===== src/hdl/mode_cfg_pkg.sv =====
package mode_cfg_pkg;

    // Command pin encoding: active-low row strobe, column strobe, write enable
    localparam logic [2:0] CMD_CONFIG_WRITE = 3'b000;
    localparam logic [2:0] CMD_ACTIVATE     = 3'b011;
    localparam logic [2:0] CMD_READ         = 3'b101;
    localparam logic [2:0] CMD_WRITE        = 3'b100;

    // Configuration word select codes, bits 20:18
    localparam int          SEL_HI             = 20;
    localparam int          SEL_LO             = 18;
    localparam logic [2:0]  SEL_BASE_WORD      = 3'h0;
    localparam logic [2:0]  SEL_FIRST_WORD     = 3'h1;
    localparam logic [2:0]  SEL_SECOND_WORD    = 3'h2;
    localparam logic [2:0]  SEL_DO_NOT_USE     = 3'h7;

    // Second configuration word register index
    localparam logic [3:0]  WRITE_LATENCY_TERMINATION_CONFIG_OFFSET = 4'h2;
    localparam int          SECOND_WORD_WIDTH  = 18;

    // First configuration word fields
    localparam int HOLD_DELAY_HI      = 4;
    localparam int HOLD_DELAY_LO      = 3;
    localparam int STROBE_TERM_BIT    = 11;
    localparam int OUTPUT_DISABLE_BIT = 12;

    // Second configuration word fields
    localparam int WRITE_CRC_BIT      = 12;
    localparam int WRITE_TERM_HI      = 11;
    localparam int WRITE_TERM_LO      = 9;
    localparam int REFRESH_RANGE_HI   = 7;
    localparam int REFRESH_RANGE_LO   = 6;
    localparam int WRITE_COL_HI       = 5;
    localparam int WRITE_COL_LO       = 3;
    localparam logic [21:0] SECOND_WORD_RESERVED_MASK = 22'h222107;

    // Base word read column latency field (plain binary, our placement)
    localparam int READ_COL_HI        = 6;
    localparam int READ_COL_LO        = 2;

    // Reset values
    localparam logic [1:0] HOLD_DELAY_RESET  = 2'h0;
    localparam logic [4:0] READ_COL_RESET    = 5'h09;
    localparam logic [2:0] WRITE_COL_RESET   = 3'h0;
    localparam logic [2:0] WRITE_TERM_RESET  = 3'h0;
    localparam logic [1:0] REFRESH_RESET     = 2'h0;

    // Hold delay line depth in cycles
    localparam int HOLD_LINE_DEPTH = 32;

    // Termination settings
    typedef enum logic [2:0] {
        TERM_UNCHANGED, TERM_120_OHM, TERM_240_OHM, TERM_HIGH_Z, TERM_80_OHM, TERM_RESERVED
    } write_termination_type;

    typedef enum logic [1:0] {
        RANGE_NORMAL, RANGE_REDUCED, RANGE_EXTENDED, RANGE_AUTOMATIC
    } refresh_range_type;

endpackage


===== src/hdl/command_hold_line.sv =====
`timescale 1ns/100ps
`default_nettype none
// Shift line that delays a command by a run-time selected number of cycles
module command_hold_line
    import mode_cfg_pkg::*;
#(
    parameter int WIDTH = 4,
    parameter int DEPTH = 32
) (
    input  wire logic             clk_i,
    input  wire logic             srst_i,
    input  wire logic             valid_i,
    input  wire logic [WIDTH-1:0] data_i,
    input  wire logic [4:0]       delay_i,
    output logic                  valid_o,
    output logic [WIDTH-1:0]      data_o
);

    typedef struct packed {
        logic [DEPTH-1:0]            valid;
        logic [DEPTH-1:0][WIDTH-1:0] data;
        logic                        out_valid;
        logic [WIDTH-1:0]            out_data;
    } line_state_type;

    line_state_type state_reg;
    line_state_type state_next;

    // Stage 0 takes the input; output taps stage delay-1, or input for zero
    always_comb begin
        state_next       = state_reg;
        state_next.valid = {state_reg.valid[DEPTH-2:0], valid_i};
        state_next.data  = {state_reg.data[DEPTH-2:0], data_i};
        if (delay_i == 5'h00) begin
            state_next.out_valid = valid_i;
            state_next.out_data  = data_i;
        end else begin
            state_next.out_valid = state_reg.valid[delay_i - 5'h01];
            state_next.out_data  = state_reg.data[delay_i - 5'h01];
        end
    end

    // State register
    always_ff @(posedge clk_i) begin
        if (srst_i) begin
            state_reg <= '0;
        end else begin
            state_reg <= state_next;
        end
    end

    assign valid_o = state_reg.out_valid;
    assign data_o  = state_reg.out_data;

endmodule
`default_nettype wire


===== src/hdl/sdram_mode_latency_config.sv =====
`timescale 1ns/100ps
`default_nettype none
module sdram_mode_latency_config
    import mode_cfg_pkg::*;
(
    input  wire logic        clk_i,
    input  wire logic        srst_i,
    input  wire logic        ras_n_i,
    input  wire logic        cas_n_i,
    input  wire logic        we_n_i,
    input  wire logic [1:0]  bank_group_pins_i,
    input  wire logic [1:0]  bank_i,
    input  wire logic [17:0] addr_i,
    input  wire logic        two_clock_preamble_i,
    input  wire logic        byte_mask_request_i,
    input  wire logic        write_inversion_request_i,
    input  wire logic        read_inversion_request_i,
    input  wire logic        data_drive_i,
    input  wire logic        strobe_drive_i,
    output logic             data_drive_en_o,
    output logic             strobe_drive_en_o,
    output logic             strobe_termination_o,
    output logic             extra_strobe_termination_o,
    output logic             write_byte_mask_en_o,
    output logic             write_bus_inversion_en_o,
    output logic             read_bus_inversion_en_o,
    output logic             internal_cmd_valid_o,
    output logic [2:0]       internal_cmd_o,
    output logic [5:0]       total_read_latency_o,
    output logic [5:0]       total_write_latency_o,
    output logic [4:0]       command_hold_delay_o,
    output logic [4:0]       write_column_latency_o,
    output logic             write_column_latency_bad_o,
    output logic             write_crc_en_o,
    output write_termination_type write_termination_o,
    output refresh_range_type low_power_refresh_range_o,
    output logic             reserved_bits_error_o
);

    typedef struct packed {
        logic [2:0]  cmd_s1;
        logic [2:0]  cmd_s2;
        logic [21:0] word_s1;
        logic [21:0] word_s2;
        logic [1:0]  hold_code;
        logic        output_disable;
        logic        strobe_term;
        logic [4:0]  read_col;
        logic [2:0]  write_col_code;
        logic [2:0]  write_term_code;
        logic [1:0]  refresh_code;
        logic        write_crc;
        logic        reserved_error;
        logic        byte_mask;
        logic        write_inv;
        logic        read_inv;
    } cfg_state_type;

    cfg_state_type state_reg;
    cfg_state_type state_next;

    logic [2:0]  cmd_now;
    logic [2:0]  word_sel;
    logic [4:0]  hold_cycles;
    logic [4:0]  write_cycles;
    logic        write_bad;
    logic        hold_valid_out;

    // Write column latency lookup, used for both preamble modes
    function automatic logic [4:0] write_col_cycles(input logic [2:0] code);
        case (code)
            3'h0:    write_col_cycles = 5'h09;
            3'h1:    write_col_cycles = 5'h0A;
            3'h2:    write_col_cycles = 5'h0B;
            3'h3:    write_col_cycles = 5'h0C;
            3'h4:    write_col_cycles = 5'h0E;
            3'h5:    write_col_cycles = 5'h10;
            3'h6:    write_col_cycles = 5'h12;
            default: write_col_cycles = 5'h14;
        endcase
    endfunction

    // Synchronised pin view: command and the word formed by all address pins
    assign cmd_now  = state_reg.cmd_s2;
    assign word_sel = state_reg.word_s2[SEL_HI:SEL_LO];

    always_comb begin
        case (state_reg.hold_code)
            2'h1:    hold_cycles = state_reg.read_col - 5'h01;
            2'h2:    hold_cycles = state_reg.read_col - 5'h02;
            default: hold_cycles = 5'h00; // Off, and reserved treated as off
        endcase
    end

    always_comb begin
        write_cycles = write_col_cycles(state_reg.write_col_code);
        write_bad    = two_clock_preamble_i && !state_reg.write_col_code[2];
    end

    // Next state: synchronisers and configuration capture
    always_comb begin
        state_next         = state_reg;
        state_next.cmd_s1  = {ras_n_i, cas_n_i, we_n_i};
        state_next.cmd_s2  = state_reg.cmd_s1;
        state_next.word_s1 = {bank_group_pins_i, bank_i, addr_i};
        state_next.word_s2 = state_reg.word_s1;
        if (cmd_now == CMD_CONFIG_WRITE) begin
            case (word_sel)
                SEL_BASE_WORD: begin
                    state_next.read_col = state_reg.word_s2[READ_COL_HI:READ_COL_LO];
                end
                SEL_FIRST_WORD: begin
                    state_next.hold_code      = state_reg.word_s2[HOLD_DELAY_HI:HOLD_DELAY_LO];
                    state_next.output_disable = state_reg.word_s2[OUTPUT_DISABLE_BIT];
                    state_next.strobe_term    = state_reg.word_s2[STROBE_TERM_BIT];
                end
                SEL_SECOND_WORD: begin
                    state_next.write_crc       = state_reg.word_s2[WRITE_CRC_BIT];
                    state_next.write_term_code = state_reg.word_s2[WRITE_TERM_HI:WRITE_TERM_LO];
                    state_next.refresh_code    =
                        state_reg.word_s2[REFRESH_RANGE_HI:REFRESH_RANGE_LO];
                    state_next.write_col_code  = state_reg.word_s2[WRITE_COL_HI:WRITE_COL_LO];
                    state_next.reserved_error  =
                        |(state_reg.word_s2 & SECOND_WORD_RESERVED_MASK);
                end
                default: begin
                    state_next.read_col = state_reg.read_col;
                end
            endcase
        end
        // shared pin function selection
        // New termination setting applies at the same edge, so no lag cycle
        if (state_next.strobe_term) begin
            state_next.byte_mask = 1'b0;
            state_next.write_inv = 1'b0;
            state_next.read_inv  = 1'b0;
        end else begin
            state_next.byte_mask = byte_mask_request_i;
            state_next.write_inv = write_inversion_request_i && !byte_mask_request_i;
            state_next.read_inv  = read_inversion_request_i;
        end
    end

    // State register
    always_ff @(posedge clk_i) begin
        if (srst_i) begin
            state_reg                 <= '0;
            state_reg.cmd_s1          <= 3'h7;
            state_reg.cmd_s2          <= 3'h7;
            state_reg.hold_code       <= HOLD_DELAY_RESET;
            state_reg.read_col        <= READ_COL_RESET;
            state_reg.write_col_code  <= WRITE_COL_RESET;
            state_reg.write_term_code <= WRITE_TERM_RESET;
            state_reg.refresh_code    <= REFRESH_RESET;
        end else begin
            state_reg <= state_next;
        end
    end

    // hold reads and writes by the delay
    command_hold_line #(
        .WIDTH (3),
        .DEPTH (HOLD_LINE_DEPTH)
    ) u_hold (
        .clk_i   (clk_i),
        .srst_i  (srst_i),
        .valid_i (cmd_now == CMD_READ || cmd_now == CMD_WRITE),
        .data_i  (cmd_now),
        .delay_i (hold_cycles),
        .valid_o (hold_valid_out),
        .data_o  (internal_cmd_o)
    );
    assign internal_cmd_valid_o = hold_valid_out;

    assign total_read_latency_o  = {1'b0, hold_cycles} + {1'b0, state_reg.read_col};
    assign total_write_latency_o = {1'b0, hold_cycles} + {1'b0, write_cycles};

    assign data_drive_en_o   = data_drive_i && !state_reg.output_disable;
    assign strobe_drive_en_o = strobe_drive_i && !state_reg.output_disable;

    assign strobe_termination_o       = state_reg.strobe_term && !state_reg.output_disable;
    assign extra_strobe_termination_o = state_reg.strobe_term && !state_reg.output_disable;

    assign write_byte_mask_en_o       = state_reg.byte_mask;
    assign write_bus_inversion_en_o   = state_reg.write_inv;
    assign read_bus_inversion_en_o    = state_reg.read_inv;
    assign command_hold_delay_o       = hold_cycles;
    assign write_column_latency_o     = write_bad ? 5'h00 : write_cycles;
    assign write_column_latency_bad_o = write_bad;
    assign write_crc_en_o             = state_reg.write_crc;
    assign reserved_bits_error_o      = state_reg.reserved_error;

    always_comb begin
        case (state_reg.write_term_code)
            3'h0:    write_termination_o = TERM_UNCHANGED;
            3'h1:    write_termination_o = TERM_120_OHM;
            3'h2:    write_termination_o = TERM_240_OHM;
            3'h3:    write_termination_o = TERM_HIGH_Z;
            3'h4:    write_termination_o = TERM_80_OHM;
            default: write_termination_o = TERM_RESERVED;
        endcase
        low_power_refresh_range_o = refresh_range_type'(state_reg.refresh_code);
    end

endmodule
`default_nettype wire


===== config.mk =====
export PLATFORM = sky130hd
export DESIGN_NAME = sdram_mode_latency_config
export DESIGN_NICKNAME = d
export VERILOG_FILES = /design/src/hdl/mode_cfg_pkg.sv /design/src/hdl/command_hold_line.sv /design/src/hdl/sdram_mode_latency_config.sv
export SDC_FILE = /design/constraint.sdc
export NUM_CORES = 1
export LEC_CHECK = 0
export ABC_CLOCK_PERIOD_IN_PS = 3900
export BUFFER_PORTS_ARGS = -buffer_cell sky130_fd_sc_hd__clkbuf_2
export CORE_ASPECT_RATIO = 1.2
export CORE_MARGIN = 2
export CORE_UTILIZATION = 55
export CTS_CLUSTER_DIAMETER = 30
export CTS_CLUSTER_SIZE = 30
export DETAILED_ROUTE_END_ITERATION = 16
export HOLD_SLACK_MARGIN = 0.06
export PLACE_DENSITY = 0.86
export SYNTH_ARGS = -nofsm -noshare
export SYNTH_HDL_FRONTEND = slang
export SYNTH_SLANG_ARGS = --single-unit

===== constraint.sdc =====
create_clock -name clk_i -period 3.9 [get_ports clk_i]
set_input_delay 0.585 -clock clk_i [delete_from_list [all_inputs] [get_ports clk_i]]
set_output_delay 0.585 -clock clk_i [all_outputs]
set_load 0.03 [all_outputs]

======== Yosys cells after proc, flatten, opt, wreduce, memory -nomap -nowiden ========
Index checks and enable logic that the tools add are counted.
word-level totals
  register bits after elaboration ......... 204
  input bits .............................. 33
  output and inout bits ................... 41
  word-level logic and storage cells ...... 105
cells by class
  $add $sub $neg .......................... 5
  magnitude comparators ................... 1
  eq/ne operators ......................... 16
  multiplexer cells ....................... 13
  reduce and logical (&&, ||, !) cells .... 19
operators with widths
  kind                   count
  $pmux W5 S7            1
  $eq A3 B3 Y1 const B   6
  $mux W16               1
  $bmux W3 S5            1
  $eq A3 B2 Y1 const B   5
  $pmux W3 S5            1
  $add A5 B5 Y6          2
  $logic_not A3 Y1       4
  $mux W10               1
  $mux W5                2
  $pmux W5 S2            1
  $sub A5 B1 Y5 const B  2
  $eq A3 B1 Y1 const B   3
  $reduce_or A7 Y1       1
  $lt A5 B6 Y1 const B   1
  $reduce_and A2 Y1      3
  $bmux W1 S5            1
  $logic_and A1 B1 Y1    5
  $logic_not A5 Y1       1
  $sub A5 B2 Y5 const B  1
  $mux W4                1
  $logic_not A1 Y1       3
  $mux W3                1
  $eq A2 B1 Y1 const B   1
  4 further kinds        5

======== Longest topological paths before layout ========
Gate-level depths: netlist of the first run.
  depth after elaboration ................. 6
  gate-level depth with buffers ........... 14
  gate-level depth less buffers ........... 12

======== Hierarchy ========
A second synthesis of the first run with hierarchy kept.
unflattened totals
  cell total of the unflattened synthesis .. 682
  area total of the unflattened synthesis .. 7497.2 um^2
modules (own cells, without submodules)
  module                     times used  cells an instance  area an instance (um^2)  sequential area each (um^2)
  command_hold_line          1           417                4825.9                   2642.5
  sdram_mode_latency_config  1           265                2671.3                   1321.3

======== Least setup slack after synthesis of the first run ========
OpenSTA, ideal clock, no wires.
  kind .................................... register -> output
  start point ............................. register state_reg[20] (netlist bit)
  end point ............................... output total_read_latency_o[4]
  arrival ................................. 2922 ps
  required time ........................... 3315 ps
  setup slack ............................. 393 ps
  cell stages (with the launch flop) ...... 10
  path buffers ............................ 1
  cell sequence ........................... dfxtp_1 inv_1 ha_1 buf_4 or2b_1 o21ai_2 ha_1 a21o_1 maj3_1 xor2_1
on the way
  longest elaborated chain between the ends .. 3
  elaborated cells between the ends (all ways) .. 4
ends and longest elaborated chain
  item                                          line                              source
  from (decl)                                   sdram_mode_latency_config.sv:59   cfg_state_type state_reg;
  from (signal assigned)                        sdram_mode_latency_config.sv:156  state_reg <= state_next;
  $eq A2 B2 Y1 or $eq A2 B1 Y1 (tied branches)  sdram_mode_latency_config.sv:88   case (state_reg.hold_code)
  $pmux W5 S2 (*)                               sdram_mode_latency_config.sv:88
  net command_hold_delay_o[2]                   sdram_mode_latency_config.sv:31   output logic [4:0] command_hold_delay_o,
  $add A5 B5 Y6 (*)                             sdram_mode_latency_config.sv:175  assign total_read_latency_o = {1'b0, hold_cycles} + {1'b0, state_reg.read_col};
  to (decl)                                     sdram_mode_latency_config.sv:29   output logic [5:0] total_read_latency_o,
The timed path passes the listed nets; every way through them passes the cells marked *.

======== Final worst setup path of the first run ========
  start point ............................. register state_reg[14] (netlist bit)
  end point ............................... output total_read_latency_o[5]
on the way
  longest elaborated chain between the ends .. 3
  elaborated cells between the ends (all ways) .. 4
ends and longest elaborated chain
  item                                            line
  $sub A5 B2 Y5 or $sub A5 B1 Y5 (tied branches)  sdram_mode_latency_config.sv:90, sdram_mode_latency_config.sv:89
  $pmux W5 S2                                     sdram_mode_latency_config.sv:88
  $add A5 B5 Y6 (*)                               sdram_mode_latency_config.sv:175
Every way passes the cells marked *; elsewhere a longest branch is shown, timed or not.

==> qor.csv, run 1 <==
stage,metric,value,unit
drt,drc,0,
floorplan,die_area,14600,sq um
clock_network,clk_pin_slew,60,ps
timing,slew_viol_final,0,
clock_network,hold_buffers,0,
logic_synthesis,syn_nets,691,
finish,diodes,0,
floorplan,die-width,111,microns
clock_network,numClockSinks,198,
grt,track_usage,19.9,%
floorplan,ios,74,
timing,hold_violations,0,
floorplan,initial_core_util,56.5,%
drt,routedWlPerCell,16.3,microns
power_and_ir_drop,leakage,3.61,nW
finish,final_cells,877,
floorplan,die_h,132,microns
clock_network,cts_root_buf,clkbuf_16,
finish,synthToLayoutAreaGrowth,13.7,%
power_and_ir_drop,power_density,458,nW/um^2
logic_synthesis,synth_cell_types,59,
logic_synthesis,async_reset_ff_share,0,%
logic_synthesis,synth_common_cells,"dfxtp_1 (198), nor2b_1 (177), clkbuf_1 (29)",
placement,dp.cells,847,
timing,tightest_slew,753,ps
timing,setup_viol,0,
placement,port_buffers,70,
power_and_ir_drop,irDropWorstVdd,0.297,mV
drt,firstDrtPassIters,4,
run,drv_cap,0,
timing,rsz0062_at_grt,false,
timing,period_needed,3790,ps
critical_path,crit_arrival,3210,ps
clock_network,cts_htree_levels,4,
grt,grt_max_degree,77,
logic_synthesis,yosysMostFrequentCell,dfxtp_1,
timing,period_share,97.3,%
critical_path,crit_path_start_kind,flip-flop,
floorplan,core_area,13300,sq um
timing,finClkSkew,6.80,ps
logic_synthesis,synth_area,7510,sq um
logic_synthesis,synthFlopType,dfxtp_1,
critical_path,cp-end-kind,output port,
logic_synthesis,syn_inst,642,
clock_network,cts_max_path_buffers,2,
critical_path,critPathRequiredTime,3310,ps
grt,first_global_vias,5004,
logic_synthesis,synth_seq_cells,198,
critical_path,crit_fanout,6,
drt,wl,14.3,mm
critical_path,slowest_stage,or3b_1,
logic_synthesis,synth_edf_count,0,
logic_synthesis,synthTopCellsByArea,"dfxtp_1 (53%), nor2b_1 (15%), mux4_2 (8.1%)",
grt,grt_overflow,0,
logic_synthesis,avgSynthCellArea,11.7,sq um
drt,final_antenna_net_count,0,
timing,max_freq,264,MHz
critical_path,path_cells,inv_1 -> ha_1 -> or3b_1 -> o21ai_4 -> ha_1 -> a21oi_2 -> inv_1 -> maj3_1 -> a21o_1 -> clkbuf_2,
drt,drt-vias-per-instance,5.48,
critical_path,path_buf_inv,3,
finish,largest_reg_flops,124,
finish,nNetsFinal,748,
logic_synthesis,yosysWarnings,0,
critical_path,crit_type,reg -> out,
placement,dp_hpwl,9.38,mm
finish,nFillCells,928,
finish,drive_above_1_share,23.1,%
logic_synthesis,ys_seq_area_share,52.8,%
status,status,"complete, no violations",
clock_network,numCtsBuffers,17,
clock_network,insertion_delay,420,ps
min_path,hp-class,in -> reg,
timing,fin_tns_setup,0,ps
placement,gp_congestion,0.949,
critical_path,cp_top_family,adder cells,
drt,vias,4807,
timing,slew_headroom,49.8,%
logic_synthesis,synth_top_area_share,52.8,%
logic_synthesis,yosysTopAreaCell,dfxtp_1,
critical_path,slowest_delay,440,ps
finish,register_area,3970,sq um
grt,antenna_found_initial,0,
finish,multi_input_area,3280,sq um
floorplan,rows,46,
grt,grt_pass1_wl,23.6,mm
drt,drt_iter0_drc,270,
clock_network,cts_tree,yes,
==> layer usage <==
layer | track usage [%] | part of all wire, %
met1 | 22.7 | 40
met2 | 36.1 | 54
met3 | 4.92 | 3.6
met4 | 7.57 | 2.3
met5 | 0 | 0
==> placed cells by master (no fill, tap or decap), types with 3 or more instances in the layout <==
cell type,synthesis,routed
and2_1,3,3
a311o_1,3,3
mux4_2,27,27
buf_4,8,9
mux4_1,5,5
nand2b_1,4,4
clkbuf_2,0,69
dfxtp_1,198,196
inv_6,1,3
clkbuf_16,0,17
ha_1,14,13
nor2_1,25,25
or2_2,7,7
a21oi_1,5,4
xor2_1,3,3
nor2b_1,177,177
mux2i_1,24,24
clkinv_2,0,3
xnor2_1,6,6
o311a_1,7,7
a2111oi_0,5,5
bufinv_16,0,3
inv_1,14,13
a21o_1,7,7
nand2_1,20,19
==> kinds of logic (layout without fill, tap and decap cells) <==
logic type | after synthesis | count (layout) | share of synthesized area, %
simple gates | 252 | 252 | 19.7
flops | 198 | 198 | 52.8
mux | 58 | 58 | 13.3
buf+inv | 56 | 123 | 3.75
compound gates | 49 | 49 | 5.81
fa+ha+maj | 18 | 18 | 3.13
xor+xnor | 11 | 11 | 1.48
==> timing repair <==
| item | 4_1_cts | 5_1_grt |
|---|---|---|
| endpoints found under the setup margin | 1 | 2 |
| setup buffers | 1 | 0 |
| gates resized for setup | 2 | 5 |
==> worst paths after layout <==
kind	from	to	slack, ps	depth (start not counted)
setup / recovery	state_reg[14]$_SDFFE_PP0P_	total_read_latency_o[5]	110	10
hold / removal	we_n_i	state_next[66]$_SDFF_PP1_	350	2
setup reg to reg	state_reg[21]$_SDFFE_PP0P_	u_hold.data_o[0]$_SDFF_PP0_	570	11
hold reg to reg	state_next[68]$_SDFF_PP1_	cmd_now[2]$_SDFF_PP1_	410	1
==> through the flow <==
| stage | instance area, sq um | worst slack, ps | power [W] | hold slack [ps] | util, % |
|---|---|---|---|---|---|
| 6_report | 8540 | 107 | 0.00391 | 351 | 64.3 |
| 5_1_grt | 8540 | 10.4 | 0.00404 | 342 | 64.3 |
| 4_1_cts | 8530 | 22.0 | 0.00394 | 339 | 64.1 |
| 3_5_place_dp | 7930 | 331 | 0.00221 | 400 | 59.6 |
| 3_3_place_gp | 7930 | 467 | 0.00221 | 398 | 59.6 |
| 2_1_floorplan | 7510 | 393 | 0.00218 | 389 | - |
==> final cells by class <==
| class | count | share of cell area, % |
|---|---|---|
| inverters | 15 | 0.718 |
| flip-flops and latches | 198 | 46.4 |
| clock buffers | 18 | 5.14 |
| repair buffers | 79 | 5.07 |
| multi-input cells | 388 | 38.4 |
| clock inverters | 11 | 1.77 |
| well taps | 168 | 2.46 |
==> power by group <==
group	switching [W]	internal, W	total [W]
Sequential	0.0000125	0.00205	0.00207
Clock	0.000724	0.00102	0.00175
Combinational	0.0000611	0.0000397	0.000101
Total	0.000798	0.00312	0.00391
Power figures use the tool's default switching activity.
==> run 2: changes to the inputs <==
--- a/config.mk
+++ b/config.mk
@@ -14,7 +14,7 @@
 export CTS_CLUSTER_SIZE = 30
 export DETAILED_ROUTE_END_ITERATION = 16
 export HOLD_SLACK_MARGIN = 0.06
-export PLACE_DENSITY = 0.86
+export PLACE_DENSITY = 0.84
 export SYNTH_ARGS = -nofsm -noshare
 export SYNTH_HDL_FRONTEND = slang
 export SYNTH_SLANG_ARGS = --single-unit
==> constraint.sdc (replaced) <==
create_clock -name clk_i -period 3.9 [get_ports clk_i]
set_input_delay 0.78 -clock clk_i [delete_from_list [all_inputs] [get_ports clk_i]]
set_output_delay 0.78 -clock clk_i [all_outputs]
set_load 0.03 [all_outputs]
==> qor.csv, run 2 (synthesis results as in run 1) <==
stage,metric,value,unit,change
clock_network,numCtsBuffers,17,,unchanged
drt,wl,14.3,mm,about the same
finish,layout_commonest_cell,dfxtp_1,,
clock_network,clk_pin_slew,70,ps,about the same
finish,final_area,8610,sq um,+0.72%
critical_path,r2r_end,u_hold.data_o[1]$_SDFF_PP0_,,
critical_path,crit_path_start_kind,flip-flop,,
power_and_ir_drop,leakage,3.63,nW,+0.50%
timing,slew_viol_final,0,,unchanged
drt,drt-vias-per-instance,5.38,,-1.9%
clock_network,insertion_delay,430,ps,about the same
drt,highest_layer,met4,,
clock_network,numClockSinks,198,,unchanged
grt,grt_max_degree,81,,+5.2%
finish,nNetsFinal,750,,+0.27%
min_path,hp-start,state_next[67]$_SDFF_PP1_,,
floorplan,rows,46,,unchanged
drt,route.met3.wl,618,microns,+20%
critical_path,crit_fanout,6,,unchanged
power_and_ir_drop,swShare,20.4,%,about the same
floorplan,core_area,13300,sq um,unchanged
finish,mostFrequentLayoutCells,"dfxtp_1 (195), nor2b_1 (177), clkbuf_2 (67), mux4_2 (27), nor2_1 (25)",,
floorplan,initial_core_util,56.5,%,unchanged
grt,grt_pass1_wl,23.9,mm,+1.2%
timing,period_needed,3780,ps,-16.0 ps
run,drv_cap,0,,unchanged
critical_path,worstReg2RegStart,state_reg[13]$_SDFFE_PP1P_,,
drt,drt_iter0_drc,231,,-14%
timing,tightest_slew,813,ps,+60.1 ps
power_and_ir_drop,p_switching,0.000797,W,-0.15%
critical_path,rrSetupSlack,580,ps,about the same
grt,grt_overflow,0,,unchanged
power_and_ir_drop,power_density,454,nW/um^2,-0.84%
placement,dp.cells,848,,+0.12%
min_path,hold_path_depth,1,,-1
min_path,hp-class,reg -> reg,,
power_and_ir_drop,p_int,0.00311,W,-0.13%
power_and_ir_drop,irDropWorstVdd,0.321,mV,+8.0%
timing,slew_headroom,45.8,%,-4.0 points
timing,hold_violations,0,,unchanged
min_path,holdPathEnd,cmd_now[1]$_SDFF_PP1_,,
finish,diodes,0,,unchanged
power_and_ir_drop,seq_power_share,52.8,%,about the same
placement,dpl_cell_area,7940,sq um,about the same
placement,gp_congestion,0.919,,-3.1%
floorplan,die_area,14600,sq um,unchanged
drt,firstDrtPassIters,5,,+1
floorplan,die_h,132,microns,unchanged
clock_network,cts_htree_levels,4,,unchanged
clock_network,hold_buffers,0,,unchanged
clock_network,cts_tree,yes,,
drt,drc,0,,unchanged
finish,final_cells,882,,+0.57%
timing,fin_hold_ws,399,ps,+48.6 ps
finish,drive_above_1_share,24.1,%,+0.96 points
power_and_ir_drop,p_total,0.00391,W,-0.13%
critical_path,crit_type,reg -> out,,
drt,wl_met2,7.69,mm,-1.1%
drt,routedWlPerCell,16.2,microns,-0.56%
placement,port_buffers,70,,unchanged
floorplan,ios,74,,unchanged
critical_path,critPathRequiredTime,3120,ps,-190 ps
floorplan,die-width,111,microns,unchanged
timing,rsz0062_at_grt,false,,
critical_path,reg2reg_depth,11,,unchanged
critical_path,crit_arrival,3000,ps,-210 ps
placement,dp_hpwl,9.55,mm,+1.9%
grt,antenna_found_initial,0,,unchanged
grt,first_global_vias,4947,,-1.1%
finish,largest_reg_flops,124,,unchanged
timing,setup_viol,0,,unchanged
drt,final_antenna_net_count,0,,unchanged
timing,max_freq,265,MHz,+0.42%
timing,fin_tns_setup,0,ps,unchanged
clock_network,cts_max_path_buffers,2,,unchanged
power_and_ir_drop,share_comb_of_total_power,2.6,%,about the same
drt,vias,4744,,-1.3%
timing,finClkSkew,16.9,ps,+10.1 ps
grt,track_usage,20.3,%,+0.39 points
timing,period_share,96.9,%,-0.41 points
finish,synthToLayoutAreaGrowth,14.6,%,
power_and_ir_drop,p_clk_share,44.6,%,about the same
critical_path,cp-end-kind,output port,,
drt,wl_met1,5.80,mm,+1.6%
status,status,"complete, no violations",,
clock_network,cts_root_buf,clkbuf_16,,
-- run 2: cell count changes in the layout (fill, tap and decap cells not counted), sizes merged --
cell,previous run,this run
inv,18,17
buf,10,14
clkbuf,87,90
bufinv,3,2
-- run 2: layer usage --
layer	up-vias	GRT usage [%]
met5	-	0
met4	0	7.29
met3	20	5.75
met2	129	36.1
met1	2314	23.4
li1	2281	-
-- run 2: area by class of cell --
cell class / count / area [sq um]
clock inverter: 9 / 114
timing repair buffer: 81 / 448
clock buffer: 23 / 488
multi-input combinational: 388 / 3310
sequential: 198 / 3970
tap: 168 / 210
inverter: 15 / 61.3
fill: 950 / 4690
-- run 2: worst max-delay path by stage --
stage / start / to / slack, ps / cells past startpoint
after detailed placement: state_reg[13]$_SDFFE_PP1P_ / total_read_latency_o[5] / 170 / 13
after global routing: state_reg[13]$_SDFFE_PP1P_ / total_read_latency_o[5] / 20 / 13
after CTS: state_reg[14]$_SDFFE_PP0P_ / total_read_latency_o[5] / 30 / 10
after global placement: state_reg[13]$_SDFFE_PP1P_ / total_read_latency_o[5] / 280 / 13
after floorplan: state_reg[20]$_SDFFE_PP0P_ / total_read_latency_o[4] / 200 / 9
final: state_reg[15]$_SDFFE_PP0P_ / total_read_latency_o[5] / 120 / 10
-- run 2: metrics by stage --
| step | worst slack [ps] | util (%) |
|---|---|---|
| after detailed placement | 173 | 59.7 |
| after floorplan | 198 | - |
| after global placement | 279 | 59.7 |
| final | 123 | 64.7 |
| after global routing | 18.8 | 64.7 |
| after CTS | 29.5 | 64.6 |
-- run 2: timing repair --
item / in CTS / in global routing
resized for setup: 9 / 8
setup endpoints to repair: 3 / 4
cloned: 0 / 0
pin swaps: 0 / 1
setup buffers: 1 / 1
-- run 2: critical path, stage by stage, from the launching register on --
cell	delay, ps
dfxtp_4	410
inv_1	80
ha_1	290
or3b_1	440
o21ai_4	170
ha_4	270
a21oi_2	150
inv_1	60
maj3_1	350
a21o_1	180
buf_2	170
-- run 2: power by group through the flow --
stage	logic [W]	clock network, W	registers (W)
4_1_cts	0.000103	0.00177	0.00207
5_1_grt	0.000111	0.00186	0.00207
2_1_floorplan	0.0000677	0	0.00211
3_3_place_gp	0.0000982	0	0.00211
3_5_place_dp	0.000102	0	0.00211
6_report	0.000101	0.00174	0.00207
